**config.mk**
```make
export PLATFORM = sky130hd
export DESIGN_NAME = drsl_core
export DESIGN_NICKNAME = d
export VERILOG_FILES = /design/src/common/drsl_pkg.sv /design/src/core/drsl_core.sv
export SDC_FILE = /design/constraint.sdc
export NUM_CORES = 1
export LEC_CHECK = 0
export BUFFER_PORTS_ARGS = -buffer_cell sky130_fd_sc_hd__buf_2
export CAP_MARGIN = 0
export CORE_ASPECT_RATIO = 1.25
export CORE_MARGIN = 3
export CORE_UTILIZATION = 45
export CTS_CLUSTER_DIAMETER = 200
export DETAILED_ROUTE_END_ITERATION = 7
export PLACE_DENSITY = 0.82
export SKIP_CTS_REPAIR_TIMING = 1
export SYNTH_ARGS = -nofsm -noshare
export SYNTH_HDL_FRONTEND = slang
export SYNTH_SLANG_ARGS = --single-unit
```
**constraint.sdc**
```tcl
create_clock -name mclk_i -period 2.15 [get_ports mclk_i]
set_clock_uncertainty 0.15 [all_clocks]
set_input_delay 0.3225 -clock mclk_i [delete_from_list [all_inputs] [get_ports mclk_i]]
set_output_delay 0.3225 -clock mclk_i [all_outputs]
set_load 0.02 [all_outputs]
```
**src/common/drsl_pkg.sv**
```systemverilog
/*
 * package for the device-ready status logic: register offsets, field positions,
 * reset values, interrupt bits and packed carriers.
 * assumes a 32-bit apb register bus with word-aligned registers.
 */
package drsl_pkg;

    // register byte offsets
    localparam logic [7:0] ADDR_HW_CONFIG = 8'h00;
    localparam logic [7:0] ADDR_PWR_CTL   = 8'h04;
    localparam logic [7:0] ADDR_BYTE_TEST = 8'h08;
    localparam logic [7:0] ADDR_RST_CTL   = 8'h0c;
    localparam logic [7:0] ADDR_IRQ_STAT  = 8'h10;
    localparam logic [7:0] ADDR_INT_MASK  = 8'h14;
    localparam logic [7:0] ADDR_STRAPS    = 8'h18;

    // field positions
    localparam int READY_PWR_BIT   = 0;
    localparam int READY_HWCFG_BIT = 27;
    localparam int SLEEP_EN_BIT    = 28;
    localparam int CORE_RST_BIT    = 0;
    localparam int INT_READY_BIT   = 0;
    localparam int INT_WIDTH       = 1;
    localparam int STRAP_WIDTH     = 8;

    // reset values
    localparam logic [31:0]            BYTE_TEST_VAL = 32'h87654321;
    localparam logic [INT_WIDTH-1:0]   INT_RST       = 1'h0;
    localparam logic [STRAP_WIDTH-1:0] STRAP_RST     = 8'h00;

    // sequencing states
    typedef enum logic [3:0] {
        DRSL_ST_LOAD  = 4'h1,
        DRSL_ST_READY = 4'h2,
        DRSL_ST_SLEEP = 4'h4,
        DRSL_ST_WAKE  = 4'h8
    } drsl_state_t;

    // apb request carrier
    typedef struct packed {
        logic        psel;
        logic        penable;
        logic        pwrite;
        logic [7:0]  paddr;
        logic [31:0] pwdata;
    } drsl_apb_req_t;

    // apb answer carrier
    typedef struct packed {
        logic        pready;
        logic        pslverr;
        logic [31:0] prdata;
    } drsl_apb_rsp_t;

endpackage

```
**src/core/drsl_core.sv**
```systemverilog
/*
 * device-ready status logic: ready flag sequencing over eeprom load, core reload,
 * sleep and wake, ready interrupt, strap latching and its apb register file.
 * assumes the eeprom loader, pll and power controller share mclk_i; the strap
 * pins and wake pin are asynchronous and are synchronised here.
 */
`timescale 1ns/1ps

// Overview of operation
// - a read-only ready flag sits at bit 0 of the power management control register.
// - each rising edge of the ready flag sets the ready interrupt status bit.
// - bit 27 of the hardware config register always reads the same ready value.
// - after any chip-level reset ready rises only once the eeprom load is applied.
// - a core reset from the reset control register reloads eeprom with ready low.
// - entry into any power-saving state drops the ready flag.
// - on wake ready stays low until full power is back and the pll is locked.
// - strap inputs are latched only at power-on, fieldbus or pin reset.
// - the sleep enable bit clears itself on wake-up.
module drsl_core
    import drsl_pkg::*;
(
    // clock and reset
    input  wire logic                   mclk_i,
    input  wire logic                   srst_i,
    // apb slave
    input  wire drsl_apb_req_t          apb_req_i,
    output drsl_apb_rsp_t               apb_rsp_o,
    // eeprom loader
    input  wire logic                   load_done_i,
    output logic                        load_start_o,
    // power and pll
    input  wire logic                   wake_pin_i,
    input  wire logic                   pll_lock_i,
    // straps
    input  wire logic [STRAP_WIDTH-1:0] strap_pins_i,
    input  wire logic                   strap_latch_i,
    output logic [STRAP_WIDTH-1:0]      straps_o,
    // status
    output logic                        ready_o,
    output logic                        irq_o
);

    ////////////////////////////////////////////////////////////////////////////////
    // synchronisers for pins

    logic [2:0]             wake_sync_q;
    logic [STRAP_WIDTH-1:0] strap_s1_q;
    logic [STRAP_WIDTH-1:0] strap_s2_q;
    logic [STRAP_WIDTH-1:0] strap_s3_q;
    logic                   wake_seen;

    always_ff @(posedge mclk_i) begin
        if (srst_i) begin
            wake_sync_q <= 3'h0;
        end else begin
            wake_sync_q <= {wake_sync_q[1:0], wake_pin_i};
        end
    end

    // first stage feeds only the second
    assign wake_seen = wake_sync_q[1] & wake_sync_q[2];

    always_ff @(posedge mclk_i) begin
        strap_s1_q <= strap_pins_i;
        strap_s2_q <= strap_s1_q;
        strap_s3_q <= strap_s2_q;
    end

    ////////////////////////////////////////////////////////////////////////////////
    // strap latch

    logic [STRAP_WIDTH-1:0] straps_q;
    logic                   latch_arm_q;

    // latch only after reset
    // strap_latch_i marks resets of the power-on, fieldbus or pin kind; digital resets skip it
    always_ff @(posedge mclk_i) begin
        if (srst_i) begin
            latch_arm_q <= strap_latch_i;
        end else if (latch_arm_q && (strap_s2_q == strap_s3_q)) begin
            latch_arm_q <= 1'b0;
        end
    end

    always_ff @(posedge mclk_i) begin
        if (latch_arm_q && !srst_i && (strap_s2_q == strap_s3_q)) begin
            straps_q <= strap_s3_q;
        end
    end

    ////////////////////////////////////////////////////////////////////////////////
    // apb decode

    logic        acc_q;
    logic        wr_ok;
    logic        rd_ok;
    logic        allowed;
    logic [31:0] rdata_d;
    logic        sleep_en_q;
    logic        core_rst_req;
    logic        sts_rd;
    drsl_state_t state_q;
    logic        ready_q;
    logic [INT_WIDTH-1:0] interrupt_status_register_q;
    logic [INT_WIDTH-1:0] int_mask_q;

    wire setup = apb_req_i.psel & ~apb_req_i.penable;

    assign allowed = ready_q
                   || apb_req_i.paddr == ADDR_HW_CONFIG
                   || apb_req_i.paddr == ADDR_PWR_CTL
                   || apb_req_i.paddr == ADDR_BYTE_TEST
                   || apb_req_i.paddr == ADDR_RST_CTL;

    assign wr_ok = acc_q & apb_req_i.psel & apb_req_i.penable & apb_req_i.pwrite & ready_q;
    // read side effects at setup, the edge that also takes the read data
    assign rd_ok = setup & ~apb_req_i.pwrite;
    assign core_rst_req = wr_ok && apb_req_i.paddr == ADDR_RST_CTL
                          && apb_req_i.pwdata[CORE_RST_BIT];
    assign sts_rd = rd_ok && allowed && apb_req_i.paddr == ADDR_IRQ_STAT;

    // no wait state: setup, then the first access cycle is answered at its closing edge
    always_ff @(posedge mclk_i) begin
        if (srst_i) begin
            acc_q <= 1'b0;
        end else begin
            acc_q <= setup;
        end
    end

    always_comb begin
        rdata_d = 32'h00000000;
        if (allowed) begin
            unique case (apb_req_i.paddr)
                ADDR_HW_CONFIG: rdata_d[READY_HWCFG_BIT] = ready_q;
                // bits 4 to 1 stay zero
                ADDR_PWR_CTL: begin
                    rdata_d[READY_PWR_BIT] = ready_q;
                    rdata_d[SLEEP_EN_BIT]  = sleep_en_q;
                end
                ADDR_BYTE_TEST: rdata_d = BYTE_TEST_VAL;
                ADDR_IRQ_STAT:  rdata_d[INT_WIDTH-1:0] = interrupt_status_register_q;
                ADDR_INT_MASK:  rdata_d[INT_WIDTH-1:0] = int_mask_q;
                ADDR_STRAPS:    rdata_d[STRAP_WIDTH-1:0] = straps_q;
                default:        rdata_d = 32'h00000000;
            endcase
        end
    end

    // answer stands in the access cycle; data is taken at the setup edge,
    // so a status clear and the data it returns can never disagree
    always_ff @(posedge mclk_i) begin
        if (srst_i) begin
            apb_rsp_o <= '0;
        end else begin
            apb_rsp_o.pready  <= setup;
            apb_rsp_o.pslverr <= 1'b0;
            apb_rsp_o.prdata  <= setup ? rdata_d : 32'h00000000;
            if (acc_q) begin
                apb_rsp_o.pready <= 1'b0;
            end
        end
    end

    ////////////////////////////////////////////////////////////////////////////////
    // control registers

    always_ff @(posedge mclk_i) begin
        if (srst_i) begin
            int_mask_q <= INT_RST;
        end else if (wr_ok && apb_req_i.paddr == ADDR_INT_MASK) begin
            int_mask_q <= apb_req_i.pwdata[INT_WIDTH-1:0];
        end
    end

    always_ff @(posedge mclk_i) begin
        if (srst_i) begin
            sleep_en_q <= 1'b0;
        end else if (state_q == DRSL_ST_SLEEP && wake_seen) begin
            sleep_en_q <= 1'b0;
        end else if (wr_ok && apb_req_i.paddr == ADDR_PWR_CTL) begin
            sleep_en_q <= apb_req_i.pwdata[SLEEP_EN_BIT];
        end
    end

    ////////////////////////////////////////////////////////////////////////////////
    // ready sequencing

    logic load_start_q;

    always_ff @(posedge mclk_i) begin
        if (srst_i) begin
            state_q      <= DRSL_ST_LOAD;
            load_start_q <= 1'b1;
        end else begin
            load_start_q <= 1'b0;
            unique case (state_q)
                DRSL_ST_LOAD: begin
                    if (load_done_i && !load_start_q) begin
                        state_q <= DRSL_ST_READY;
                    end
                end
                DRSL_ST_READY: begin
                    if (core_rst_req) begin
                        state_q      <= DRSL_ST_LOAD;
                        load_start_q <= 1'b1;
                    end else if (sleep_en_q) begin
                        state_q <= DRSL_ST_SLEEP;
                    end
                end
                DRSL_ST_SLEEP: begin
                    if (wake_seen) begin
                        state_q <= DRSL_ST_WAKE;
                    end
                end
                DRSL_ST_WAKE: begin
                    if (pll_lock_i) begin
                        state_q <= DRSL_ST_READY;
                    end
                end
                default: state_q <= DRSL_ST_LOAD;
            endcase
        end
    end

    always_ff @(posedge mclk_i) begin
        if (srst_i) begin
            ready_q <= 1'b0;
        end else begin
            ready_q <= (state_q == DRSL_ST_READY) && !core_rst_req && !sleep_en_q;
        end
    end

    ////////////////////////////////////////////////////////////////////////////////
    // interrupt

    logic ready_d1_q;
    logic irq_q;

    always_ff @(posedge mclk_i) begin
        if (srst_i) begin
            ready_d1_q <= 1'b0;
        end else begin
            ready_d1_q <= ready_q;
        end
    end

    // rising edge sets status, set beats read clear
    always_ff @(posedge mclk_i) begin
        if (srst_i) begin
            interrupt_status_register_q <= INT_RST;
        end else if (ready_q && !ready_d1_q) begin
            interrupt_status_register_q[INT_READY_BIT] <= 1'b1;
        end else if (sts_rd) begin
            interrupt_status_register_q <= INT_RST;
        end
    end

    always_ff @(posedge mclk_i) begin
        if (srst_i) begin
            irq_q <= 1'b0;
        end else begin
            irq_q <= |(interrupt_status_register_q & int_mask_q);
        end
    end

    assign straps_o     = straps_q;
    assign ready_o      = ready_q;
    assign irq_o        = irq_q;
    assign load_start_o = load_start_q;
endmodule

```
==> results by group <==
Outcome
  – Status: finished, final reports clean

Finish
  – Share of cells above drive strength 1: 0.3333
  – Synth-to-Final Area Change: 25.82%
  – ANT cells: 0
  – Fin area: around 2600 µm²
  – Layout Nets: between 300 and 400

STA
  – Slew Viols, Final: 0
  – Fmax: around 580 MHz
  – Hold Vio Cnt, Final: 0
  – Count of final setup violators: 0
  – Final Hold Slack: ~0.05 ns
  – TNS Setup: 0 ns
  – Unrepaired setup endpoints after global routing: false
  – Min Clock Period, post-route: 1.735 ns
  – Period utilisation layout: 0.8070

Yosys
  – Share of the synthesized area in the top cell type: 0.4970
  – Seq/Total Area, Yosys: 0.6285
  – Synth Area in Compound Gates: 0.05603
  – Largest family of logic cells by synthesized area: simple AND/OR/NAND/NOR gates
  – Synth warn: 0
  – Synth Area in XOR/XNOR: 0.03837
  – Mapped Area: approximately 2100 µm²
  – Area contributors post-synth: dfxtp_1 50%, edfxtp_1 13%, buf_4 8.0%, xnor2_1 3.4%, and2_1 2.7%
  – Synth Area in Simple Gates: 0.1827
  – Yosys top cell by area: dfxtp_1
  – Unique masters post-synth: 36
  – Fraction of the mapped netlist area in adder cells: 0
  – Avg Cell Area, Syn: between 10 and 15 µm²
  – Post-synthesis mux area share: 0.004872
  – Synth Register Bits: 60
  – Cells after Synth: ~180

Setup path
  – Crit path kind: reg -> reg
  – Worst EP arrival: between 1.5 and 2 ns
  – Endpoint type of the worst setup path: register
  – Critical-path cell list: and3_1, nand4_2, o21ai_1, o21ai_0, and3_1
  – Crit-path slowest cell: dfxtp_1
  – Startpoint Class: register
  – CP most frequent cell: and3_1
  – Critical Path RT: approximately 2.2 ns
  – CP max FO: 9
  – Crit-path max cell delay: ~0.47 ns

Clock network
  – CTS tree: done
  – Clk_lat worst skew: around 0.33 ns
  – CTS Sinks: 60
  – Max clock buf depth: 2
  – Worst-path clk slew: roughly 0.070 ns
  – Cts bufs inserted: 9
  – Root Buffer: clkbuf_8
  – H-tree Lvls: 3

Floorplanning
  – Starting density of the core: 0.4858
  – Die footprint: ~5400 µm²
  – Core area: 4229 µm²
  – Cell Rows: 26
  – Die Height: about 82 µm
  – Overall die width: between 60 and 70 µm
  – Io pins: approximately 100

Drt
  – Initial DRC count: 68
  – DR vias: between 1,000 and 1,500
  – DRT antenna net count: 0
  – Total Routed Length: about 3500 µm
  – Pre-antenna DRT Iters: 4
  – Post-detailed-route wirelength per cell: 11.38 µm
  – Drt drc: 0
  – Drt via density: ~4.6

Place
  – IO Port Bufs: 59
  – Routability Congestion: 0.8325
  – Placed Instance Area: about 2300 µm²
  – DP Wirelength: 2514 µm

Power and ir drop
  – Worst IR Drop VDD: between 0.4 and 0.5 mV
  – Pwr Density: between 800 and 900 nW/µm²
  – Tot Pwr: 2.292 mW
  – Pleak: approximately 1.1 nW

Global route
  – Vias in the first global route: 1,225
  – Grt total ovfl: 0
  – First-pass GRT wire length: 5230 µm
  – Largest net degree at the start of global routing: 15
  – Global Route Usage Sum: 0.1315
  – Initial antenna violation count: 0

Job
  – Max Cap Violations: 0

Min path
  – Hold Crit Class: in -> reg
## path summary, 6_finish.rpt
check                startpoint             to  slack [ns]  cells past startpoint
hold reg to reg   strap_s1_q[6]  strap_s2_q[6]        0.18                      0
setup reg to reg        ready_o     state_q[1]        0.41                      5
hold / removal           srst_i          acc_q        0.05                      2
setup / recovery        ready_o     state_q[1]        0.41                      5
## cell usage in the layout, fill, tap and decap left out, drive strengths merged, types with 2 or more instances in the layout
cell         instances
buf                 62
dfxtp               51
conb                12
clkbuf              10
and2                 9
edfxtp               9
xnor2                8
dlygate4sd3          8
nand2                7
nor2b                7
nor3                 7
nor2                 6
a21oi                6
o21ai                6
and3                 4
nand4                4
inv                  4
nand3                3
a211oi               3
nor3b                3
clkinv               3
nor4                 2
nor4b                2
nand2b               2
## registers in the layout, summed over array words and instances, names as in the netlist
signal,count
sleep_en_q,1
load_start_o,1
strap_s2_q,8
ready_d1_q,1
state_q,4
int_mask_q,1
apb_rsp_o,12
ready_o,1
acc_q,1
interrupt_status_register_q,1
irq_o,1
straps_o,8
wake_sync_q,3
strap_s3_q,8
latch_arm_q,1
strap_s1_q,8
## synth_stat cells
| library cell | count |
|---|---|
| a211oi_1 | 3 |
| a21oi_1 | 6 |
| a311o_1 | 1 |
| a311oi_1 | 1 |
| a31oi_1 | 1 |
| and2_1 | 9 |
| and3_1 | 4 |
| and4b_1 | 1 |
| buf_4 | 22 |
| clkbuf_1 | 2 |
| conb_1 | 1 |
| dfxtp_1 | 51 |
| edfxtp_1 | 9 |
| inv_1 | 2 |
| mux2i_1 | 1 |
| nand2_1 | 7 |
| nand2b_1 | 2 |
| nand3_1 | 3 |
| nand3b_1 | 1 |
| nand4_1 | 3 |
| nand4_2 | 1 |
| nor2_1 | 6 |
| nor2b_1 | 7 |
| nor3_1 | 5 |
| nor3_2 | 2 |
| nor3b_1 | 1 |
| nor3b_2 | 2 |
| nor4_1 | 2 |
| nor4b_1 | 2 |
| o21ai_0 | 5 |
| o21ai_1 | 1 |
| o31ai_1 | 1 |
| or2b_1 | 1 |
| or4b_1 | 1 |
| xnor2_1 | 8 |
| xor2_1 | 1 |
## power by group
part           internal (mW)  switching [mW]
registers               1.18          0.0259
clock network          0.494           0.452
logic                 0.0659          0.0773
## critical path: cells and delay by family (launching register included)
| family | cells | cell delay (ns) |
|---|---|---|
| AOI/OAI and AO/OA | 2 | 0.45 |
| DFF | 1 | 0.47 |
| and+or+nand+nor | 3 | 0.58 |
## layer usage
layer	wire length, µm	GRT usage
met1	1389	0.1349
met2	1767	0.2234
met3	225	0.04104
met4	89	0.09553
met5	0	0
## layout make-up
cell class | count | area, µm²
repair buffers | 70 | 397.9
fillers | 367 | 1644
well taps | 56 | 70.07
multi-input cells | 101 | 624.3
clock inverters | 6 | 45.04
flip-flops and latches | 60 | 1291
clock buffers | 10 | 148.9
inverters | 2 | 7.507
## kinds of logic after synthesis
family | Yosys count
xor+xnor | 9
mux | 1
compound gates | 19
other cells | 1
buf+inv | 26
simple gates | 60
flops | 60
## metrics by stage
stage	util	cells	setup slack [ns]
6_report	0.6112	305	0.4150
5_1_grt	0.6112	305	0.2980
4_1_cts	0.5923	297	0.4362
3_5_place_dp	0.5465	281	0.3876
3_3_place_gp	0.5465	281	0.4276
2_1_floorplan	-	187	0.1719
(Power assumes the default switching activity.)
